**src/status_readback_map.svh**
```systemverilog
// Constants for the SPI status readback block: field positions, codes, widths.
// Assumes inclusion by the design modules by bare name.
// Function
// - Status bit 7 echoes previous watchdog toggle
// - Low seven bits chosen by stored select code
// - Code 000 returns fault flag word
// - Fault word order OT OCH OCL OL UV OV summary
// - Over-current high and low flags latch
// - Under-voltage flag latched or not by configuration
// - Summary fault bit cleared by its readout
// - Fail-safe status pin cleared by switch-on command
// - Code 001 returns sense disable and output-on
// - Code 010 returns over-current thresholds
// - Code 011 returns blanking, timeout, open-load enables
// - Code 100 returns direct-input control register
// - Code 101 extra 0 returns delay, failsafe state
// - Code 101 extra 1 returns watchdog, expired bit
// - Code 110 extra 0 returns input pin levels
// - Code 110 extra 1 returns voltage protect disables
// - Code 111 returns null data
// - Capture on select fall, shift out MSB first
// - Only whole-byte transfers update state, save summary and UV flag clears at select fall
`ifndef STATUS_READBACK_MAP_SVH
`define STATUS_READBACK_MAP_SVH
`define SEL_FAULT 3'h0
`define SEL_OUTCTL 3'h1
`define SEL_OCTHR 3'h2
`define SEL_OCTIME 3'h3
`define SEL_DIRECT_INPUT_CONTROL_REG 3'h4
`define SEL_DELAY_WD 3'h5
`define SEL_PINS_UOV 3'h6
`define SEL_NULL 3'h7
`define ADDR_STATUS_SELECT 3'h0
`define CMD_ADDR_MSB 6
`define CMD_ADDR_LSB 4
`define CMD_EXTRA_BIT 3
`define CMD_WD_BIT 7
`define CMD_ON_BIT 0
`define ADDR_OUTCTL_LOW 3'h1
`define BYTE_BITS 8
`define BIT_CNT_W 3
`define WD_EXPIRED_BIT 2
`define FSM_STATE_BIT 3
`endif

```
**src/status_readback_pkg.sv**
```systemverilog
// Types shared by the status readback design.
// Assumes the constant header is available on the include path.
package status_readback_pkg;
  typedef logic [6:0] low_bits_t;
  typedef logic [7:0] status_word_t;
  typedef enum logic [1:0] {
    LINK_IDLE = 2'b00,
    LINK_SHIFT = 2'b01,
    LINK_CLOSE = 2'b10
  } link_state_e;
endpackage

```
**src/spi_status_readback_mux.sv**
```systemverilog
// SPI slave side of the status return: captures, shifts and updates selection.
// Assumes SPI pins, fault conditions and input pins arrive asynchronously.
`timescale 1ns/1ps
`include "status_readback_map.svh"
module spi_status_readback_mux (
  input wire logic clock_i,
  input wire logic rst_n_i,
  input wire logic clk_en_i,
  input wire logic spi_cs_n_i,
  input wire logic spi_sclk_i,
  input wire logic spi_mosi_i,
  input wire logic overtemp_cond_i,
  input wire logic overcurrent_high_cond_i,
  input wire logic overcurrent_low_cond_i,
  input wire logic open_load_cond_i,
  input wire logic undervoltage_cond_i,
  input wire logic overvoltage_cond_i,
  input wire logic undervoltage_latch_en_i,
  input wire logic current_sense_disable_i,
  input wire logic [3:0] oc_threshold_i,
  input wire logic [3:0] oc_timing_i,
  input wire logic [3:0] direct_input_control_reg_i,
  input wire logic [3:0] switching_delay_reg_i,
  input wire logic [1:0] watchdog_timeout_reg_i,
  input wire logic watchdog_expired_i,
  input wire logic [1:0] voltage_protect_reg_i,
  input wire logic direct_in_pin_i,
  input wire logic failsafe_input_pin_i,
  input wire logic wake_pin_i,
  output logic spi_miso_o,
  output logic spi_miso_oe_o,
  output logic failsafe_status_pin_o,
  output logic output_on_o,
  output logic word_valid_o,
  output logic [7:0] last_word_o
);
  import status_readback_pkg::*;

  localparam int SYNC_W = 12;
  logic [SYNC_W-1:0] sync1_reg;
  logic [SYNC_W-1:0] sync2_reg;
  logic cs_n_s;
  logic sclk_s;
  logic mosi_s;
  logic [5:0] cond_s;
  logic [2:0] pins_s;
  logic sclk_d_reg;
  logic cs_d_reg;
  link_state_e state_reg;
  status_word_t shift_out_reg;
  status_word_t shift_in_reg;
  status_word_t first_word_reg;
  logic [`BIT_CNT_W-1:0] bit_cnt_reg;
  logic any_bit_reg;
  logic first_done_reg;
  logic [2:0] select_code_reg;
  logic extra_addr_reg;
  logic watchdog_toggle_echo_reg;
  logic och_reg;
  logic ocl_reg;
  logic uv_reg;
  logic summary_reg;
  logic prev_dir_in_reg;
  low_bits_t low_bits;
  logic [6:0] fault_word;
  logic sclk_rise;
  logic sclk_fall;
  logic cs_fall;
  logic cs_rise;
  logic valid_end;
  logic any_fault;
  logic uv_now;

  // Two-stage synchronisers for every pin
  always_ff @(posedge clock_i or negedge rst_n_i) begin
    if (!rst_n_i) begin
      // Select bit resets to its idle level so that no false frame start follows reset
      sync1_reg <= {1'b1, {(SYNC_W-1){1'b0}}};
      sync2_reg <= {1'b1, {(SYNC_W-1){1'b0}}};
    end else if (clk_en_i) begin
      sync1_reg <= {spi_cs_n_i, spi_sclk_i, spi_mosi_i, overtemp_cond_i,
                    overcurrent_high_cond_i, overcurrent_low_cond_i, open_load_cond_i,
                    undervoltage_cond_i, overvoltage_cond_i, direct_in_pin_i,
                    failsafe_input_pin_i, wake_pin_i};
      sync2_reg <= sync1_reg;
    end
  end
  assign cs_n_s = sync2_reg[11];
  assign sclk_s = sync2_reg[10];
  assign mosi_s = sync2_reg[9];
  assign cond_s = sync2_reg[8:3];
  assign pins_s = sync2_reg[2:0];

  always_ff @(posedge clock_i or negedge rst_n_i) begin
    if (!rst_n_i) begin
      sclk_d_reg <= 1'b0;
      cs_d_reg <= 1'b1;
    end else if (clk_en_i) begin
      sclk_d_reg <= sclk_s;
      cs_d_reg <= cs_n_s;
    end
  end
  assign sclk_rise = sclk_s && !sclk_d_reg && !cs_n_s;
  assign sclk_fall = !sclk_s && sclk_d_reg && !cs_n_s;
  assign cs_fall = !cs_n_s && cs_d_reg;
  assign cs_rise = cs_n_s && !cs_d_reg;
  // Whole bytes only; an empty frame is not a command
  assign valid_end = cs_rise && (bit_cnt_reg == '0) && any_bit_reg;

  // Fault flags: latched ones hold, others follow the condition
  assign uv_now = cond_s[1];
  assign fault_word = {cond_s[5], och_reg, ocl_reg, cond_s[2],
                       undervoltage_latch_en_i ? uv_reg : uv_now,
                       cond_s[0], summary_reg};
  assign any_fault = |cond_s;

  always_ff @(posedge clock_i or negedge rst_n_i) begin
    if (!rst_n_i) begin
      och_reg <= 1'b0;
      ocl_reg <= 1'b0;
      uv_reg <= 1'b0;
    end else if (clk_en_i) begin
      // Over-current flags clear only on a valid output-on command; the UV flag clears at frame start when unlatched or with the fault code selected
      if (cond_s[4]) begin
        och_reg <= 1'b1;
      end else if (valid_end && output_on_cmd(shift_in_reg)) begin
        och_reg <= 1'b0;
      end
      if (cond_s[3]) begin
        ocl_reg <= 1'b1;
      end else if (valid_end && output_on_cmd(shift_in_reg)) begin
        ocl_reg <= 1'b0;
      end
      if (uv_now) begin
        uv_reg <= 1'b1;
      end else if (cs_fall && !undervoltage_latch_en_i) begin
        uv_reg <= 1'b0;
      end else if (cs_fall && select_code_reg == `SEL_FAULT) begin
        uv_reg <= 1'b0;
      end
    end
  end

  // Summary bit: set by any fault, cleared when read; set wins
  always_ff @(posedge clock_i or negedge rst_n_i) begin
    if (!rst_n_i) begin
      summary_reg <= 1'b0;
    end else if (clk_en_i) begin
      if (any_fault) begin
        summary_reg <= 1'b1;
      end else if (cs_fall && select_code_reg == `SEL_FAULT) begin
        summary_reg <= 1'b0;
      end
    end
  end

  // Fail-safe status pin: held until a switch-on arrives; set wins
  always_ff @(posedge clock_i or negedge rst_n_i) begin
    if (!rst_n_i) begin
      failsafe_status_pin_o <= 1'b0;
      prev_dir_in_reg <= 1'b0;
    end else if (clk_en_i) begin
      prev_dir_in_reg <= pins_s[2];
      if (any_fault) begin
        failsafe_status_pin_o <= 1'b1;
      end else if ((pins_s[2] && !prev_dir_in_reg) ||
                   (valid_end && output_on_cmd(shift_in_reg))) begin
        failsafe_status_pin_o <= 1'b0;
      end
    end
  end

  function automatic logic output_on_cmd(input status_word_t w);
    output_on_cmd = (w[`CMD_ADDR_MSB:`CMD_ADDR_LSB] == `ADDR_OUTCTL_LOW) && w[`CMD_ON_BIT];
  endfunction

  function automatic logic is_select_cmd(input status_word_t w);
    // Bit 3 is the extra address bit, so it must not take part in the decode
    is_select_cmd = (w[`CMD_ADDR_MSB:`CMD_ADDR_LSB] == `ADDR_STATUS_SELECT);
  endfunction

  // Framing state machine and shift registers
  always_ff @(posedge clock_i or negedge rst_n_i) begin
    if (!rst_n_i) begin
      state_reg <= LINK_IDLE;
      shift_out_reg <= 8'h00;
      shift_in_reg <= 8'h00;
      bit_cnt_reg <= '0;
      any_bit_reg <= 1'b0;
      first_word_reg <= 8'h00;
      first_done_reg <= 1'b0;
      spi_miso_o <= 1'b0;
      spi_miso_oe_o <= 1'b0;
    end else if (clk_en_i) begin
      unique case (state_reg)
        LINK_IDLE: begin
          if (cs_fall) begin
            shift_out_reg <= {watchdog_toggle_echo_reg, low_bits};
            bit_cnt_reg <= '0;
            any_bit_reg <= 1'b0;
            first_done_reg <= 1'b0;
            spi_miso_o <= watchdog_toggle_echo_reg;
            spi_miso_oe_o <= 1'b1;
            state_reg <= LINK_SHIFT;
          end
        end
        LINK_SHIFT: begin
          if (cs_rise) begin
            spi_miso_oe_o <= 1'b0;
            state_reg <= LINK_CLOSE;
          end else if (sclk_rise) begin
            shift_in_reg <= {shift_in_reg[6:0], mosi_s};
            bit_cnt_reg <= bit_cnt_reg + 1'b1;
            any_bit_reg <= 1'b1;
            if (bit_cnt_reg == 3'h7) begin
              first_done_reg <= 1'b1;
              if (!first_done_reg) begin
                first_word_reg <= {shift_in_reg[6:0], mosi_s};
              end
            end
          end else if (sclk_fall) begin
            // After the first byte the input bits come out again
            shift_out_reg <= {shift_out_reg[6:0], 1'b0};
            spi_miso_o <= first_done_reg ? shift_in_reg[7] : shift_out_reg[6];
          end
        end
        LINK_CLOSE: begin
          spi_miso_o <= 1'b0;
          state_reg <= LINK_IDLE;
        end
        default: state_reg <= LINK_IDLE;
      endcase
    end
  end

  // Register updates from a valid frame: last byte is the command
  always_ff @(posedge clock_i or negedge rst_n_i) begin
    if (!rst_n_i) begin
      select_code_reg <= `SEL_NULL;
      extra_addr_reg <= 1'b0;
      watchdog_toggle_echo_reg <= 1'b0;
      output_on_o <= 1'b0;
      word_valid_o <= 1'b0;
      last_word_o <= 8'h00;
    end else if (clk_en_i) begin
      word_valid_o <= valid_end;
      if (valid_end) begin
        last_word_o <= shift_in_reg;
        watchdog_toggle_echo_reg <= shift_in_reg[`CMD_WD_BIT];
        if (is_select_cmd(shift_in_reg)) begin
          select_code_reg <= shift_in_reg[2:0];
          extra_addr_reg <= shift_in_reg[`CMD_EXTRA_BIT];
        end
        if (shift_in_reg[`CMD_ADDR_MSB:`CMD_ADDR_LSB] == `ADDR_OUTCTL_LOW) begin
          output_on_o <= shift_in_reg[`CMD_ON_BIT];
        end
      end
    end
  end

  status_word_mux u_mux (
    .select_code_i(select_code_reg),
    .extra_addr_i(extra_addr_reg),
    .fault_word_i(fault_word),
    .current_sense_disable_i(current_sense_disable_i),
    .output_on_i(output_on_o),
    .oc_threshold_i(oc_threshold_i),
    .oc_timing_i(oc_timing_i),
    .direct_input_control_reg_i(direct_input_control_reg_i),
    .switching_delay_reg_i(switching_delay_reg_i),
    .watchdog_timeout_reg_i(watchdog_timeout_reg_i),
    .watchdog_expired_i(watchdog_expired_i),
    .input_pin_levels_i(pins_s),
    .voltage_protect_reg_i(voltage_protect_reg_i),
    .low_bits_o(low_bits)
  );
endmodule

```
**src/status_word_mux.sv**
```systemverilog
// Combinational choice of the low seven status bits from the stored select code.
// Assumes all inputs are on clock_i and already synchronised.
`timescale 1ns/1ps
`include "status_readback_map.svh"
module status_word_mux (
  input wire logic [2:0] select_code_i,
  input wire logic extra_addr_i,
  input wire logic [6:0] fault_word_i,
  input wire logic current_sense_disable_i,
  input wire logic output_on_i,
  input wire logic [3:0] oc_threshold_i,
  input wire logic [3:0] oc_timing_i,
  input wire logic [3:0] direct_input_control_reg_i,
  input wire logic [3:0] switching_delay_reg_i,
  input wire logic [1:0] watchdog_timeout_reg_i,
  input wire logic watchdog_expired_i,
  input wire logic [2:0] input_pin_levels_i,
  input wire logic [1:0] voltage_protect_reg_i,
  output status_readback_pkg::low_bits_t low_bits_o
);
  import status_readback_pkg::*;
  always_comb begin
    low_bits_o = 7'h00;
    unique case (select_code_i)
      `SEL_FAULT: low_bits_o = fault_word_i;
      `SEL_OUTCTL: low_bits_o = {3'h1, 2'h0, current_sense_disable_i, output_on_i};
      `SEL_OCTHR: low_bits_o = {3'h2, oc_threshold_i};
      `SEL_OCTIME: low_bits_o = {3'h3, oc_timing_i};
      `SEL_DIRECT_INPUT_CONTROL_REG: low_bits_o = {3'h4, direct_input_control_reg_i};
      `SEL_DELAY_WD: begin
        if (extra_addr_i) begin
          low_bits_o = {3'h5, 1'b0, watchdog_expired_i, watchdog_timeout_reg_i};
        end else begin
          low_bits_o = {3'h5, switching_delay_reg_i};
        end
      end
      `SEL_PINS_UOV: begin
        if (extra_addr_i) begin
          low_bits_o = {3'h6, 2'h0, voltage_protect_reg_i};
        end else begin
          low_bits_o = {3'h6, 1'b0, input_pin_levels_i};
        end
      end
      `SEL_NULL: low_bits_o = 7'h00;
    endcase
  end
endmodule
```
**config.mk**
```make
export PLATFORM = sky130hd
export DESIGN_NAME = spi_status_readback_mux
export DESIGN_NICKNAME = d
export VERILOG_FILES = /design/src/status_readback_pkg.sv /design/src/spi_status_readback_mux.sv /design/src/status_word_mux.sv
export VERILOG_INCLUDE_DIRS = /design/src
export SDC_FILE = /design/constraint.sdc
export NUM_CORES = 1
export LEC_CHECK = 0
export BUFFER_PORTS_ARGS = -buffer_cell sky130_fd_sc_hd__buf_2
export CAP_MARGIN = 20
export CORE_ASPECT_RATIO = 0.9
export CORE_MARGIN = 2
export CORE_UTILIZATION = 50
export DETAILED_ROUTE_END_ITERATION = 16
export PLACE_DENSITY_LB_ADDON = 0.3
export SETUP_SLACK_MARGIN = 0.15
export SLEW_MARGIN = 10
export SYNTH_ARGS = -nofsm -noshare
export SYNTH_HDL_FRONTEND = slang
export SYNTH_HIERARCHICAL = 1
export SYNTH_SLANG_ARGS = --single-unit
```
**constraint.sdc**
```tcl
create_clock -name clock_i -period 5.17 [get_ports clock_i]
set_input_delay 0.517 -clock clock_i [delete_from_list [all_inputs] [get_ports clock_i]]
set_output_delay 0.517 -clock clock_i [all_outputs]
set_load 0.005 [all_outputs]
```
==> flow_metrics.env <==
export IMPL_cts_tree="yes"
export IMPL_worst_ep_arrival_time_ns=2.51
export IMPL_avgSynthCellArea_um2=12.96
export IMPL_vdd_drop_max_uv=229.8
export IMPL_synth_most_common_cell="dfrtp_1"
export IMPL_yosys_top_cells_count="64 x dfrtp_1, 62 x mux2_2, 12 x o21ai_0"
export IMPL_numPortBuffers=50
export IMPL_yosysWarningCount=6
export IMPL_die_x_um=92.33
export IMPL_viasPerCell=5.557
export IMPL_gp_congestion=0.8408
export IMPL_crit_fanout=16
export IMPL_ant_nets=0
export IMPL_path_cells="inv_1 > ha_1 > nand3b_1 > nor3_4 > mux2_2"
export IMPL_clk_path_buf_depth=2
export IMPL_cp_end_kind="register"
export IMPL_synth_flop_cell="dfrtp_1"
export IMPL_htreeDepth=3
export IMPL_yosysTopAreaCellShare_pct=45.62
export IMPL_ys_top_cells_by_area="dfrtp_1 46%, mux2_2 20%, dfstp_2 4.5%"
export IMPL_synth_seq_cells=70
export IMPL_hold_path_class="in2async"
export IMPL_core_area_um2=6691
export IMPL_tns_ns=0
export IMPL_totalPowerFinal_mw=1.609
export IMPL_synth_seq_area_share_pct=50.11
export IMPL_max_freq_mhz=437.8
export IMPL_fin_nets=364
export IMPL_hold_ws_ns=0.3430
export IMPL_yosysTopAreaCell="dfrtp_1"
export IMPL_fillCellCount=561
export IMPL_path_clk_slew_ns=0.08
export IMPL_dpl_hpwl_mm=4.615
export IMPL_clock_skew_ns=0.01006
export IMPL_start_util_pct=52.47
export IMPL_drc_errors=0
export IMPL_cts_setup_buffers=0
export IMPL_powerDensity_nw_per_um2=406.1
export IMPL_route_detailed_wl_per_inst_um=15.81
export IMPL_p_leak_nw=1.786
export IMPL_drive_gt1_share_pct=45.85
export IMPL_cts_root_buffer="clkbuf_8"
export IMPL_grt_pass1_vias=2285
export IMPL_synth_cell_types=55
export IMPL_dieArea_um2=7709
export IMPL_crit_type="reg2reg"
export IMPL_grt_max_degree=71
export IMPL_status="finished, final reports clean"
export IMPL_fin_crit_sh_pct=44.18
export IMPL_grt_usage_pct=18.33
export IMPL_layout_min_cycle_time_ns=2.284
export IMPL_finalWirelength_mm=6.561
export IMPL_post_cts_resized=0
export IMPL_io_pins=51
export IMPL_dieHeight_um=83.50
export IMPL_synth_edf_count=0
export IMPL_ys_async_sr_fraction_pct=100.0
export IMPL_clock_sinks=70
export IMPL_slew_headroom_pct=42.40
export IMPL_drt_iter0_markers=150
export IMPL_row_count=28
export IMPL_synth_nets=315
export IMPL_tightestPinTransition_ns=0.8639
export IMPL_slowest_stage="ha_1"
export IMPL_rsz0062_at_grt="no"
export IMPL_firstDrtPassIters=4
export IMPL_grt_overflow=0
export IMPL_clk_latency_ns=0.35
export IMPL_cp_start_kind="register"
export IMPL_grt_pass1_wl_mm=11.10
export IMPL_vias=2306
export IMPL_report_final_slew_viol_count=0
export IMPL_hold_viol_final=0
export IMPL_maxCapViolations=0
export IMPL_synthCells=271
export IMPL_diodes=0
export IMPL_slowest_delay_ns=0.58
export IMPL_syn2layout_area_growth_pct=12.87
export IMPL_antenna_found_initial=0
export IMPL_finalSetupViolations=0
export IMPL_synth_area_um2=3511
export IMPL_hold_buffers=0
export IMPL_cp_required_ns=5.40
export IMPL_cts_made_buffers=9
-- worst max-delay path: cells and delay by family (launching register included) --
family                     cells  cell delay (ns)
and+or+nand+nor                2             0.69
buffers and inverters          1             0.11
muxes                          1             0.39
DFF                            1             0.39
adders and majority gates      1             0.58
-- cell type report --
type | count | area, µm² | share of cell area [%]
timing repair buffer | 51 | 257.7 | 6.505
tap | 90 | 112.6 | 2.842
clock buffer | 10 | 137.6 | 3.473
clock inverter | 6 | 45.04 | 1.137
sequential | 70 | 1759 | 44.40
multi-input combinational | 177 | 1609 | 40.61
inverter | 11 | 41.29 | 1.042
-- logic make-up (layout without fill, tap and decap cells) --
logic type      count (synthesis)  after routing  share of synthesized area (%)
buf+inv                        24             78                          4.063
simple gates                   54             54                          11.23
flops                          70             70                          50.11
fa+ha+maj                       6              6                          2.138
compound gates                 49             49                          10.73
mux                            68             68                          21.74
-- final timing paths --
kind | startpoint | end | slack (ns) | depth (start not counted)
worst max-delay path | state_reg[1] | shift_in_reg[6] | 2.89 | 5
worst min-delay path | rst_n_i | shift_out_reg[1] | 0.34 | 2
worst max register to register | state_reg[1] | shift_in_reg[6] | 2.89 | 5
worst min register to register | uv_reg | uv_reg | 0.50 | 1
max in group asynchronous | rst_n_i | ocl_reg | 4.24 | 2
min in group clock_i | overvoltage_cond_i | sync1_reg[3] | 0.39 | 2
-- placed cells by master, fill, tap and decap left out, types with 3 or more instances in the layout --
master,n
dfrtp_1,64
buf_2,50
ha_1,6
nor2_1,6
a22o_1,6
nand2b_1,7
o22ai_1,3
clkbuf_8,10
dfstp_2,6
nor2b_1,4
o31ai_1,3
nand3b_1,3
nand3_1,3
inv_1,11
mux2i_1,5
o21ai_0,12
a21oi_1,6
mux2_2,62
a21o_1,4
nand2_1,5
clkinvlp_4,3
-- metrics by stage --
stage	util [%]	setup slack (ns)	area (µm²)	cells
4_1_cts	59.22	2.858	3963	415
2_1_floorplan	-	3.352	3511	271
3_3_place_gp	56.49	2.740	3780	399
3_5_place_dp	56.49	2.719	3780	399
5_1_grt	59.22	2.712	3963	415
6_report	59.22	2.886	3963	415
-- layer usage --
metal | track usage, % | vias to the layer above | routed length [µm]
met2 | 28.87 | 35 | 3140
met1 | 25.01 | 1167 | 3110
met4 | 4.478 | 0 | 60
met3 | 5.510 | 5 | 250
li1 | - | 1099 | -
met5 | 0 | - | 0
-- report_power, final --
part	switching (mW)	leakage [nW]	total [mW]	internal [mW]
clock network	0.213	0.0853	0.403	0.189
registers	0.0919	0.845	0.748	0.656
logic	0.212	0.856	0.459	0.247
total	0.517	1.79	1.61	1.09
(Power assumes the default switching activity.)
